**config.mk**
```make
export PLATFORM = sky130hd
export DESIGN_NAME = slcr_rx_config
export DESIGN_NICKNAME = d
export VERILOG_FILES = /design/src/shared/slcr_pkg.sv /design/src/rtl/slcr_sync2.sv /design/src/rtl/slcr_cfg_byte.sv /design/src/rtl/slcr_rx_config.sv
export SDC_FILE = /design/constraint.sdc
export NUM_CORES = 1
export LEC_CHECK = 0
export BUFFER_PORTS_ARGS = -buffer_cell sky130_fd_sc_hd__buf_2
export CAP_MARGIN = 40
export CORE_UTILIZATION = 40
export DETAILED_ROUTE_END_ITERATION = 7
export HOLD_SLACK_MARGIN = 0.02
export SYNTH_ARGS = -nofsm -noshare
export SYNTH_HDL_FRONTEND = slang
export SYNTH_SLANG_ARGS = --single-unit
```
**constraint.sdc**
```tcl
create_clock -name pclk -period 7.6 [get_ports pclk]
set_clock_uncertainty 0.05 [all_clocks]
set_input_delay 0.76 -clock pclk [delete_from_list [all_inputs] [get_ports pclk]]
set_output_delay 0.76 -clock pclk [all_outputs]
set_load 0.02 [all_outputs]
```
**src/shared/slcr_pkg.sv**
```systemverilog
// Constants and types for the serial link receive configuration block
//
// Function
// - Link control bit 6 clear gives standard link behaviour, set gives vendor transmitter compatibility; resets to 0.
// - With the subclass bit clear (reset) the elastic buffer is released once every enabled lane has started writing.
// - With the subclass bit set the buffer is released only at a release opportunity from the local multiframe counter, shifted by the release delay.
// - With the encoding select bit set the link uses 64b/66b and only then does the sync header mode apply.
// - Sample format bit 1 clear means offset binary, set means two's complement; resets to 1.
// - Scrambler bit 0 enables 8b/10b descrambling when set and disables it when clear; resets to enabled.
// - In 64b/66b modes the scrambler bit is ignored and lane data are always descrambled.
// - The two-bit sync header mode field, reset 0, selects CRC-12 checking of the 32-bit sync word when 0; 1 to 3 are reserved.
// - All command fields of the 64b/66b sync word are ignored.
// - In 8b/10b the frames-per-multiframe field holds K minus one, reset 31 meaning K of 32, and software programs only legal K.
// - In 64b/66b the frames-per-multiframe field is ignored and the effective K is 256 times E over F.
// - Each step of the 6-bit release delay field, reset 0, postpones release opportunities by 4 octets.
// - With the link disabled the receive subsystem and its multiframe counter are held in reset, the PHY is off and SYSREF does not realign.

`default_nettype none

package slcr_pkg;

    // ==========================================================
    // Register indices, byte address is four times the index
    localparam logic [9:0] IDX_LINK_ENABLE   = 10'h100;
    localparam logic [9:0] IDX_LINK_CONTROL  = 10'h103;
    localparam logic [9:0] IDX_SYNC_HEADER   = 10'h104;
    localparam logic [9:0] IDX_FPM           = 10'h105;
    localparam logic [9:0] IDX_RELEASE_DELAY = 10'h106;
    localparam logic [9:0] IDX_LINK_STATUS   = 10'h107;

    // ==========================================================
    // Reset values
    localparam logic [7:0] RST_LINK_ENABLE   = 8'h00;
    localparam logic [7:0] RST_LINK_CONTROL  = 8'h03;
    localparam logic [7:0] RST_SYNC_HEADER   = 8'h00;
    localparam logic [7:0] RST_FPM           = 8'h1F;
    localparam logic [7:0] RST_RELEASE_DELAY = 8'h00;

    // ==========================================================
    // Field positions
    localparam int POS_LINK_ENABLE   = 0;
    localparam int POS_VENDOR_COMPAT = 6;
    localparam int POS_SUBCLASS      = 5;
    localparam int POS_ENCODING      = 4;
    localparam int POS_SAMPLE_FMT    = 1;
    localparam int POS_SCRAMBLER     = 0;
    localparam int POS_EB_ERR        = 7;
    localparam int POS_LINK_UP       = 6;
    localparam int POS_REALIGNED     = 4;
    localparam int POS_ALIGNED       = 3;

    // ==========================================================
    // Field codes and counts
    localparam logic [1:0] SYNHDR_CRC12      = 2'h0;
    localparam int         DLY_WIDTH         = 6;
    localparam int         LANES             = 16;
    localparam int         OCTETS_PER_CYCLE  = 4;
    localparam int         K_64B66B_PER_E    = 256;
    localparam int         PERIOD_WIDTH      = 16;

    // ==========================================================
    // Decoded configuration toward the receive datapath
    typedef struct packed {
        logic vendor_tx_compat_mode;
        logic subclass_one;
        logic link_encoding_select;
        logic sample_twos_complement;
        logic descramble_en;
        logic crc12_check_en;
    } slcr_rx_cfg_t;

endpackage : slcr_pkg

`default_nettype wire

```
**src/rtl/slcr_sync2.sv**
```systemverilog
// Two-stage synchroniser for one asynchronous level

`default_nettype none

module slcr_sync2
(
    input  wire logic pclk,
    input  wire logic presetn,
    input  wire logic async_in,
    output var  logic sync_out
);

    logic meta_r;

    // ==========================================================
    // Two flops in series
    always_ff @(posedge pclk or negedge presetn)
    begin
        if (!presetn)
        begin
            meta_r   <= 1'b0;
            sync_out <= 1'b0;
        end
        else
        begin
            meta_r   <= async_in;
            sync_out <= meta_r;
        end
    end

endmodule : slcr_sync2

`default_nettype wire

```
**src/rtl/slcr_cfg_byte.sv**
```systemverilog
// One byte-wide read/write configuration register

`default_nettype none

module slcr_cfg_byte
#(
    parameter logic [7:0] RESET_VAL = 8'h00
)
(
    input  wire logic       pclk,
    input  wire logic       presetn,
    input  wire logic       wr_en,
    input  wire logic [7:0] wdata,
    output var  logic [7:0] value_r
);

    // ==========================================================
    // Whole byte stored, reserved bits included
    always_ff @(posedge pclk or negedge presetn)
    begin
        if (!presetn)
        begin
            value_r <= RESET_VAL;
        end
        else if (wr_en)
        begin
            value_r <= wdata;
        end
    end

endmodule : slcr_cfg_byte

`default_nettype wire

```
**src/rtl/slcr_rx_config.sv**
```systemverilog
// Link layer configuration registers and elastic buffer release control

`default_nettype none

module slcr_rx_config
(
    input  wire logic                  pclk,
    input  wire logic                  presetn,
    input  wire logic                  psel,
    input  wire logic                  penable,
    input  wire logic                  pwrite,
    input  wire logic [11:0]           paddr,
    input  wire logic [31:0]           pwdata,
    input  wire logic [3:0]            pstrb,
    output var  logic                  pready,
    output var  logic [31:0]           prdata,
    output var  logic                  pslverr,
    input  wire logic                  sysref_in,
    input  wire logic [15:0]           lane_mask,
    input  wire logic [15:0]           lane_started,
    input  wire logic [4:0]            frame_octets,
    input  wire logic [4:0]            blocks_per_mb,
    input  wire logic                  buffer_fault,
    output var  logic                  rx_subsys_reset_n,
    output var  logic                  phy_enable,
    output var  logic                  buffer_release,
    output var  logic                  lmfc_edge,
    output var  slcr_pkg::slcr_rx_cfg_t rx_cfg
);

    // ==========================================================
    // Bus decode
    logic [9:0]  idx;
    logic        setup_ph;
    logic        access_done;
    logic        wr_lane0;
    logic        hit;
    logic [7:0]  rd_byte;

    logic [7:0]  link_enable_r;
    logic [7:0]  link_control_r;
    logic [7:0]  sync_header_select_r;
    logic [7:0]  fpm_r;
    logic [7:0]  release_delay_r;
    logic        eb_err_r;
    logic        realigned_r;
    logic        aligned_r;

    assign idx         = paddr[11:2];
    assign setup_ph    = psel && !penable;
    assign access_done = psel && penable && pready;
    assign wr_lane0    = access_done && pwrite && pstrb[0];

    always_comb
    begin
        hit     = 1'b1;
        rd_byte = 8'h00;
        case (idx)
            slcr_pkg::IDX_LINK_ENABLE:   rd_byte = link_enable_r;
            slcr_pkg::IDX_LINK_CONTROL:  rd_byte = link_control_r;
            slcr_pkg::IDX_SYNC_HEADER:   rd_byte = sync_header_select_r;
            slcr_pkg::IDX_FPM:           rd_byte = fpm_r;
            slcr_pkg::IDX_RELEASE_DELAY: rd_byte = release_delay_r;
            slcr_pkg::IDX_LINK_STATUS:
            begin
                rd_byte[slcr_pkg::POS_EB_ERR]    = eb_err_r;
                rd_byte[slcr_pkg::POS_LINK_UP]   = buffer_release;
                rd_byte[slcr_pkg::POS_REALIGNED] = realigned_r;
                rd_byte[slcr_pkg::POS_ALIGNED]   = aligned_r;
            end
            default:                     hit     = 1'b0;
        endcase
    end

    // ==========================================================
    // Answer in the first cycle of the access phase
    always_ff @(posedge pclk or negedge presetn)
    begin
        if (!presetn)
        begin
            pready  <= 1'b0;
            prdata  <= 32'h0000_0000;
            pslverr <= 1'b0;
        end
        else if (setup_ph)
        begin
            pready  <= 1'b1;
            prdata  <= pwrite ? 32'h0000_0000 : {24'h00_0000, rd_byte};
            pslverr <= !hit;
        end
        else if (access_done)
        begin
            pready  <= 1'b0;
            prdata  <= 32'h0000_0000;
            pslverr <= 1'b0;
        end
    end

    // ==========================================================
    // Configuration registers
    slcr_cfg_byte #(.RESET_VAL(slcr_pkg::RST_LINK_ENABLE)) u_link_enable
    (
        .pclk    (pclk),
        .presetn (presetn),
        .wr_en   (wr_lane0 && idx == slcr_pkg::IDX_LINK_ENABLE),
        .wdata   (pwdata[7:0]),
        .value_r (link_enable_r)
    );

    slcr_cfg_byte #(.RESET_VAL(slcr_pkg::RST_LINK_CONTROL)) u_link_control
    (
        .pclk    (pclk),
        .presetn (presetn),
        .wr_en   (wr_lane0 && idx == slcr_pkg::IDX_LINK_CONTROL),
        .wdata   (pwdata[7:0]),
        .value_r (link_control_r)
    );

    slcr_cfg_byte #(.RESET_VAL(slcr_pkg::RST_SYNC_HEADER)) u_sync_header
    (
        .pclk    (pclk),
        .presetn (presetn),
        .wr_en   (wr_lane0 && idx == slcr_pkg::IDX_SYNC_HEADER),
        .wdata   (pwdata[7:0]),
        .value_r (sync_header_select_r)
    );

    slcr_cfg_byte #(.RESET_VAL(slcr_pkg::RST_FPM)) u_fpm
    (
        .pclk    (pclk),
        .presetn (presetn),
        .wr_en   (wr_lane0 && idx == slcr_pkg::IDX_FPM),
        .wdata   (pwdata[7:0]),
        .value_r (fpm_r)
    );

    slcr_cfg_byte #(.RESET_VAL(slcr_pkg::RST_RELEASE_DELAY)) u_release_delay
    (
        .pclk    (pclk),
        .presetn (presetn),
        .wr_en   (wr_lane0 && idx == slcr_pkg::IDX_RELEASE_DELAY),
        .wdata   (pwdata[7:0]),
        .value_r (release_delay_r)
    );

    // ==========================================================
    // Field extraction
    logic link_en;
    logic subclass_one;
    logic enc_64b66b;
    logic [slcr_pkg::DLY_WIDTH-1:0] rdly;

    assign link_en      = link_enable_r[slcr_pkg::POS_LINK_ENABLE];
    assign subclass_one = link_control_r[slcr_pkg::POS_SUBCLASS];
    assign enc_64b66b   = link_control_r[slcr_pkg::POS_ENCODING];
    assign rdly         = release_delay_r[slcr_pkg::DLY_WIDTH-1:0];

    // ==========================================================
    // Decoded datapath configuration
    slcr_pkg::slcr_rx_cfg_t rx_cfg_nxt;

    always_comb
    begin
        rx_cfg_nxt                        = '0;
        rx_cfg_nxt.vendor_tx_compat_mode  = link_control_r[slcr_pkg::POS_VENDOR_COMPAT];
        rx_cfg_nxt.subclass_one           = subclass_one;
        rx_cfg_nxt.link_encoding_select   = enc_64b66b;
        rx_cfg_nxt.sample_twos_complement = link_control_r[slcr_pkg::POS_SAMPLE_FMT];
        if (enc_64b66b)
        begin
            rx_cfg_nxt.descramble_en = 1'b1;
        end
        else
        begin
            rx_cfg_nxt.descramble_en = link_control_r[slcr_pkg::POS_SCRAMBLER];
        end
        // Only CRC-12 mode checks; reserved codes and sync word commands do nothing
        rx_cfg_nxt.crc12_check_en = enc_64b66b
                                    && sync_header_select_r[1:0] == slcr_pkg::SYNHDR_CRC12;
    end

    always_ff @(posedge pclk or negedge presetn)
    begin
        if (!presetn)
        begin
            rx_cfg <= '0;
        end
        else
        begin
            rx_cfg <= rx_cfg_nxt;
        end
    end

    // ==========================================================
    // Subsystem and PHY hold while the link is disabled
    always_ff @(posedge pclk or negedge presetn)
    begin
        if (!presetn)
        begin
            rx_subsys_reset_n <= 1'b0;
            phy_enable        <= 1'b0;
        end
        else
        begin
            rx_subsys_reset_n <= link_en;
            phy_enable        <= link_en;
        end
    end

    // ==========================================================
    // Multiframe length in 4-octet steps
    logic [slcr_pkg::PERIOD_WIDTH-1:0] period_words;
    logic [slcr_pkg::PERIOD_WIDTH-1:0] octets_per_mf;

    always_comb
    begin
        if (enc_64b66b)
        begin
            // K is 256*E/F, so K*F is 256*E octets
            octets_per_mf = slcr_pkg::PERIOD_WIDTH'(slcr_pkg::K_64B66B_PER_E * blocks_per_mb);
        end
        else
        begin
            octets_per_mf = (slcr_pkg::PERIOD_WIDTH'(fpm_r) + slcr_pkg::PERIOD_WIDTH'(1))
                            * slcr_pkg::PERIOD_WIDTH'(frame_octets);
        end
        period_words = octets_per_mf / slcr_pkg::PERIOD_WIDTH'(slcr_pkg::OCTETS_PER_CYCLE);
        if (period_words == '0)
        begin
            period_words = slcr_pkg::PERIOD_WIDTH'(1);
        end
    end

    // ==========================================================
    // SYSREF capture and edge
    logic sysref_s;
    logic sysref_d_r;
    logic sysref_rise;

    slcr_sync2 u_sysref_sync
    (
        .pclk     (pclk),
        .presetn  (presetn),
        .async_in (sysref_in),
        .sync_out (sysref_s)
    );

    always_ff @(posedge pclk or negedge presetn)
    begin
        if (!presetn)
        begin
            sysref_d_r <= 1'b0;
        end
        else
        begin
            sysref_d_r <= sysref_s;
        end
    end

    assign sysref_rise = sysref_s && !sysref_d_r;

    // ==========================================================
    // Local multiframe counter
    logic [slcr_pkg::PERIOD_WIDTH-1:0] lmfc_cnt_r;
    logic [slcr_pkg::PERIOD_WIDTH-1:0] lmfc_cnt_nxt;
    logic                              lmfc_wrap;

    assign lmfc_wrap = lmfc_cnt_r >= period_words - slcr_pkg::PERIOD_WIDTH'(1);

    always_comb
    begin
        if (lmfc_wrap)
        begin
            lmfc_cnt_nxt = '0;
        end
        else
        begin
            lmfc_cnt_nxt = lmfc_cnt_r + slcr_pkg::PERIOD_WIDTH'(1);
        end
    end

    always_ff @(posedge pclk or negedge presetn)
    begin
        if (!presetn)
        begin
            lmfc_cnt_r <= '0;
        end
        else if (!link_en)
        begin
            lmfc_cnt_r <= '0;
        end
        else if (sysref_rise)
        begin
            lmfc_cnt_r <= '0;
        end
        else
        begin
            lmfc_cnt_r <= lmfc_cnt_nxt;
        end
    end

    always_ff @(posedge pclk or negedge presetn)
    begin
        if (!presetn)
        begin
            lmfc_edge <= 1'b0;
        end
        else
        begin
            lmfc_edge <= link_en && lmfc_cnt_r == '0;
        end
    end

    // ==========================================================
    // SYSREF alignment flags
    always_ff @(posedge pclk or negedge presetn)
    begin
        if (!presetn)
        begin
            aligned_r   <= 1'b0;
            realigned_r <= 1'b0;
        end
        else
        begin
            if (!link_en)
            begin
                aligned_r <= 1'b0;
            end
            else if (sysref_rise)
            begin
                aligned_r <= lmfc_cnt_nxt == '0;
            end
            if (link_en && sysref_rise && lmfc_cnt_nxt != '0)
            begin
                realigned_r <= 1'b1;
            end
            else if (wr_lane0 && idx == slcr_pkg::IDX_LINK_STATUS
                     && pwdata[slcr_pkg::POS_REALIGNED])
            begin
                realigned_r <= 1'b0;
            end
        end
    end

    // ==========================================================
    // Elastic buffer fault flag, set wins over clear
    always_ff @(posedge pclk or negedge presetn)
    begin
        if (!presetn)
        begin
            eb_err_r <= 1'b0;
        end
        else if (link_en && buffer_fault)
        begin
            eb_err_r <= 1'b1;
        end
        else if (wr_lane0 && idx == slcr_pkg::IDX_LINK_STATUS
                 && pwdata[slcr_pkg::POS_EB_ERR])
        begin
            eb_err_r <= 1'b0;
        end
    end

    // ==========================================================
    // Elastic buffer release
    logic all_lanes_started;
    logic release_opportunity;
    logic buffer_release_nxt;

    assign all_lanes_started   = lane_mask != '0 && (lane_started & lane_mask) == lane_mask;
    // Opportunity shifted by delay steps of 4 octets
    assign release_opportunity = lmfc_cnt_r == slcr_pkg::PERIOD_WIDTH'(rdly);

    always_comb
    begin
        buffer_release_nxt = buffer_release;
        if (!link_en)
        begin
            buffer_release_nxt = 1'b0;
        end
        else if (!buffer_release && all_lanes_started)
        begin
            if (!subclass_one)
            begin
                buffer_release_nxt = 1'b1;
            end
            else if (release_opportunity)
            begin
                buffer_release_nxt = 1'b1;
            end
        end
    end

    always_ff @(posedge pclk or negedge presetn)
    begin
        if (!presetn)
        begin
            buffer_release <= 1'b0;
        end
        else
        begin
            buffer_release <= buffer_release_nxt;
        end
    end

endmodule : slcr_rx_config

`default_nettype wire

```
Word level (Yosys, flattened, before mapping)
Cells that the tools add are included.
Cells by class
  bitwise logic cells: 1
  order comparisons: 1
  $add $sub $neg: 3
  mux-type cells: 27
  multiply operators: 1
  equality and inequality tests: 11
  reduce and logical (&&, ||, !) cells: 36
Operator list (count)
  two-way mux 32 bit: 2
  equality test 10 x 9 -> 1 bit (second input constant): 6
  logical NOT 16 bit: 3
  two-way mux 16 bit: 3
  nonzero test 16 bit: 2
  two-way mux 14 bit: 2
  one-hot mux 2 bit (6 select lines): 2
  logical AND 1 bit: 21
  adder 16 x 1 -> 16 bit (second input constant): 1
  bitwise AND 16 bit: 1
  equality test 16 bit: 1
  equality test 16 x 6 -> 1 bit: 1
  greater-or-equal comparator 16 bit: 1
  subtractor 16 x 1 -> 16 bit (second input constant): 1
  two-way mux 1 bit: 15
  one-hot mux 3 bit (5 select lines): 1
  multiplier 9 x 5 -> 14 bit: 1
  adder 8 x 1 -> 9 bit (second input constant): 1
  two-way mux 8 bit: 1
  nonzero test 2 bit: 3
  OR reduction 6 bit: 1
  one-hot mux 1 bit (5 select lines): 1
  logical NOT 1 bit: 4
  != test 2 bit (second input constant): 2
  3 further kinds: 3
Storage, ports and cells
  register bits: 105
  word-level logic and storage cells: 104
  output and inout port bits: 44
  bits of input ports: 97

Longest topological paths before layout
  depth in word-level cells: 11
  depth in mapped cells: 33
  mapped depth without buffers: 32

Hierarchy
Synthesis repeated with hierarchy kept, for this count alone.
Second synthesis, totals
  cell total of the unflattened synthesis: 678
  area total of the unflattened synthesis: 6707.7 um^2
Modules (own cells, without submodules)
  slcr_rx_config: cells an instance 591, sequential area each 975.9 um^2, area an instance 4991.0 um^2, instances 1
  slcr_cfg_byte (u_link_enable ...): cells an instance 17, sequential area each 200.2 um^2, area an instance 331.6 um^2, instances 3
  slcr_cfg_byte (u_fpm): cells an instance 17, sequential area each 206.4 um^2, area an instance 337.8 um^2, instances 1
  slcr_cfg_byte (u_link_control): cells an instance 17, sequential area each 202.7 um^2, area an instance 334.1 um^2, instances 1
  slcr_sync2: cells an instance 2, sequential area each 50.0 um^2, area an instance 50.0 um^2, instances 1

Worst setup path before layout
OpenSTA, ideal clock, no wires.
  kind: register to register
  start: register u_fpm.value_r[0]
  end: register lmfc_cnt_r[10] in the netlist's numbering
  cell stages (with the launch flop): 33
  setup time: 0.072 ns
  buffers on the path: 2
  setup slack: 0.146 ns
  required time: 7.478 ns
  arrival: 7.332 ns
  clock period less this slack: 7.454 ns
  cells stage by stage: dfstp_2 ha_1 nand3_1 xor2_1 nor2b_1 fa_1 fa_1 inv_1 fa_1 inv_1 ha_1 clkbuf_1 or3_1 a211oi_1 a2bb2oi_1 o31ai_1 o211a_1 nand4_1 a21boi_1 ha_1 nand2_1 o31ai_2 o211ai_1 nor2_2 xor2_1 ha_1 and4_1 a221o_1 a221oi_1 o31a_1 nand3b_1 clkbuf_1 nor2_1
Between the ends
  cells in the longest elaborated chain, start to end: 10
Ends and longest elaborated chain
  start, declared: line slcr_cfg_byte.sv:14  | output var logic [7:0] value_r
  start signal, assigned: line slcr_cfg_byte.sv:27  | value_r <= wdata;
  adder 8 x 1 -> 9 bit *: line slcr_rx_config.sv:224  | octets_per_mf = (slcr_pkg::PERIOD_WIDTH'(fpm_r) + slcr_pkg::PERIOD_WIDTH'(1))
  multiplier 9 x 5 -> 14 bit *: line slcr_rx_config.sv:225  | * slcr_pkg::PERIOD_WIDTH'(frame_octets);
  two-way mux 14 bit *: line slcr_rx_config.sv:217  | if (enc_64b66b)
  logical NOT 16 bit: line slcr_rx_config.sv:228  | if (period_words == '0)
  two-way mux 14 bit *: line slcr_rx_config.sv:228
  subtractor 16 x 1 -> 16 bit *: line slcr_rx_config.sv:268  | assign lmfc_wrap = lmfc_cnt_r >= period_words - slcr_pkg::PERIOD_WIDTH'(1);
  greater-or-equal comparator 16 bit *: line slcr_rx_config.sv:268
  two-way mux 16 bit *: line slcr_rx_config.sv:272  | if (lmfc_wrap)
  two-way mux 16 bit *: line slcr_rx_config.sv:292  | else if (sysref_rise)
  two-way mux 16 bit *: line slcr_rx_config.sv:288  | else if (!link_en)
  end signal, assigned: line slcr_rx_config.sv:298  | lmfc_cnt_r <= lmfc_cnt_nxt;
  end, declared: line slcr_rx_config.sv:264  | logic [slcr_pkg::PERIOD_WIDTH-1:0] lmfc_cnt_r;
Mark *: on every way between the ends. The rest lies on a longest branch, timed or not.
A chain may end at the register's enable or synchronous reset.

Worst setup path in the final report
  start: register u_fpm.value_r[0]
  end: register lmfc_cnt_r[11] in the netlist's numbering
The elaborated chain is that of the path after synthesis.

==> results.toml <==
[clock_tree]
cts.clk_slew.worst_paths_ns = 0.07
cts_root_buffer = "clkbuf_16"
clkLatencyLatePin_ns = 0.34
clock_path_buffers = 2
cts_buffers = 9
cts_tree = "yes"
clock-sinks = 81
cts_max_level = 3

[power]
p_sw_share_pct = 25.2
ir_drop_mv = 0.0804
power.leakage_nw = 3.85
intPower_mw = 0.729
netSwitchingPower_mw = 0.245
clock_power_share_pct = 46.1
powerDensity_nw_per_um2 = 122
p_comb_share_pct = 9.2
power_frac_seq_pct = 44.7

[synth]
synth_commonest_cells = "dfrtp_1 (74), inv_1 (51), nand2_1 (44), ha_1 (41)"
synth_compound_area_share_pct = 12.6
yosys.area_share.simple_pct = 18.8
synthCells = 652
async_flop_share_pct = 100
ys_seq_area_share_pct = 31.9
synth_top_family_by_area = "simple AND/OR/NAND/NOR gates"
yosysMostFrequentCell = "dfrtp_1"
synth_edf_count = 0
yosysTopAreaCell = "dfrtp_1"
synthTopCellsByArea = "dfrtp_1 (29%), ha_1 (8.1%), mux2_2 (7.1%)"
ys_warn_count = 0
synth.distinct_cells = 80
synth_mux_area_share_pct = 8.80
syn_area_per_cell_um2 = 9.77
synth.top_cell.area_share_pct = 29.1
synth_ff_type = "dfrtp_1"
synth_fa_ha_area_share_pct = 14.6
synth_xor_area_share_pct = 5.91
synth_area_um2 = 6370
ys_ff_latch = 81

[sta]
setup_viol = 0
tightestPinTransition_ns = 0.901
drv_slew = 0
min_period_ns = 7.55
maxSlewHeadroom_pct = 39.8
finalCritPeriodShare_pct = 99.3
tns_ns = 0
max_freq_ghz = 0.132
hold_viol_final = 0
whs_ns = 0.281
rsz0062_at_grt = "true"

[layout]
fin_nets = 948
final_layout_size_suffix_gt1_share_pct = 35.0
fin_area_um2 = 7960
finalNonFillerCells = 1005
antenna_cells = 0
multi_input_area_um2 = 4270
syn_to_final_growth_pct = 24.8
seqCellArea_um2 = 2040
final_core_util_pct = 51.8
nFillCells = 1404

[worst_setup_path]
crit_fanout = 8
worstSetupEndpointType = "flip-flop"
slowest_delay_ns = 0.58
worstPathArrival_ns = 7.78
critPathLaunchType = "flip-flop"
crit_top_cell = "fa_1"
cp_slowest_cell = "dfstp_2"
worstPathRequired_ns = 7.83
worstSetupPathType = "reg -> reg"

[drt]
avgRoutedWirePerCell_um = 15.7
antenna_left = 0
drtPass1Iterations = 5
routed_wirelength_um = 15800
drt-initial-drc-count = 242
post-route-drc-count = 0
dr_total_vias = 5338
drt-vias-per-instance = 5.31

[floorplan]
die_h_um = 128
die_w_um = 128
coreArea_um2 = 15400
core.rowCount = 45
dieArea_um2 = 16400
ios = 141
start_util_pct = 41.5

[grt]
antenna_found_initial = 0
grt_max_degree = 55
grt_pass1_wl_um = 25800
grt_pass1_vias = 5396
grt-ovfl-total = 0
grt_usage_pct = 19.8

[place]
postPlaceCellArea_um2 = 7150
gp_congestion = 0.861
dp_cells = 965
hpwl_um = 11800
portBuffers = 87

[run]
maxCapViolCount = 0

[min_path]
hp-class = "in -> async"

[run_status]
status = "completed"
## path summary, 6_finish.rpt
check	endpoint	start	cells past startpoint	slack (ns)
worst min-delay path	u_link_control.value_r[7]	presetn	1	0.28
worst max-delay path	lmfc_cnt_r[11]	u_fpm.value_r[0]	31	0.05
max in group asynchronous	u_fpm.value_r[0]	presetn	2	6.57
min in group pclk	u_sysref_sync.sync_out	u_sysref_sync.meta_r	0	0.30
worst min register to register	u_sysref_sync.sync_out	u_sysref_sync.meta_r	0	0.30
worst max register to register	lmfc_cnt_r[11]	u_fpm.value_r[0]	31	0.05
## logic make-up (layout without fill, tap and decap cells)
logic type	after synthesis	after routing
DFF	81	81
buffers and inverters	92	210
muxes	51	51
other	2	26
xor gates and xnor gates	43	43
adders and majority gates	62	62
and+or+nand+nor	213	213
AOI/OAI and AO/OA	108	108
## sequential cells by signal (all words and copies together), names as in the netlist
register / count
pslverr: 1
u_sysref_sync.meta_r: 1
rx_cfg: 6
aligned_r: 1
u_link_enable.value_r: 8
u_link_control.value_r: 8
lmfc_cnt_r: 16
sysref_d_r: 1
eb_err_r: 1
prdata: 8
phy_enable: 1
pready: 1
realigned_r: 1
u_release_delay.value_r: 8
u_sync_header.value_r: 8
lmfc_edge: 1
u_fpm.value_r: 8
u_sysref_sync.sync_out: 1
buffer_release: 1
## timing repair
item	in CTS	in global routing
hold endpoints to repair	0	0
endpoints found under the setup margin	18	18
buffers inserted	13	11
cloned	0	1
resized for setup	14	54
pin swaps	9	31
hold buffers	0	0
## through the flow
| step | setup WS (ns) | power, mW |
|---|---|---|
| after floorplan | 0.146 | 0.493 |
| after global placement | -0.0714 | 0.524 |
| after detailed placement | -0.180 | 0.529 |
| after CTS | 0.0154 | 0.983 |
| after global routing | -0.338 | 1.01 |
| final | 0.0521 | 0.973 |
## power by group through the flow
stage          sequential, mW  clock (mW)  combinational, mW
6_report                0.435       0.449             0.0897
5_1_grt                 0.435       0.477              0.100
4_1_cts                 0.435       0.460             0.0880
3_5_place_dp            0.443           0             0.0857
3_3_place_gp            0.443           0             0.0813
2_1_floorplan           0.444           0             0.0484
## final cells by class
cell class,count,share of cell area [%]
Sequential cell,81,25.6
Inverter,52,2.45
Multi-Input combinational cell,503,53.7
Tap cell,211,3.32
Clock inverter,7,1.04
Clock buffer,9,2.83
Timing Repair Buffer,142,11.1
## per-layer routing
metal / GRT usage, % / share of wire (%) / wire (um) / vias up
met5: 0 / 0 / 0 / -
met4: 5.61 / 1.5 / 235 / 0
met3: 3.42 / 4.5 / 711 / 20
met2: 33.4 / 48 / 7600 / 166
met1: 26.1 / 46 / 7230 / 2630
li1: - / - / - / 2522
## cells in the final DEF, fill, tap and decap left out, drive strengths merged, types with 11 or more instances in the layout
master,count
buf,142
dfrtp,74
inv,55
nand2,44
ha,41
nor2,41
mux2,40
xnor2,27
conb,26
o21ai,25
fa,21
nor2b,21
and2,18
xor2,16
a221oi,14
nand3,14
and3,12
a21oi,12
mux2i,11
## critical path, delay by kind of cell, from the launching register on
family          cells  cell delay, ns
compound gates     10            2.19
fa+ha+maj           6            2.33
buf+inv             3            0.34
xor+xnor            3            0.48
flops               1            0.58
simple gates        9            1.52
Note: power is estimated with default switching activity, not from simulation.
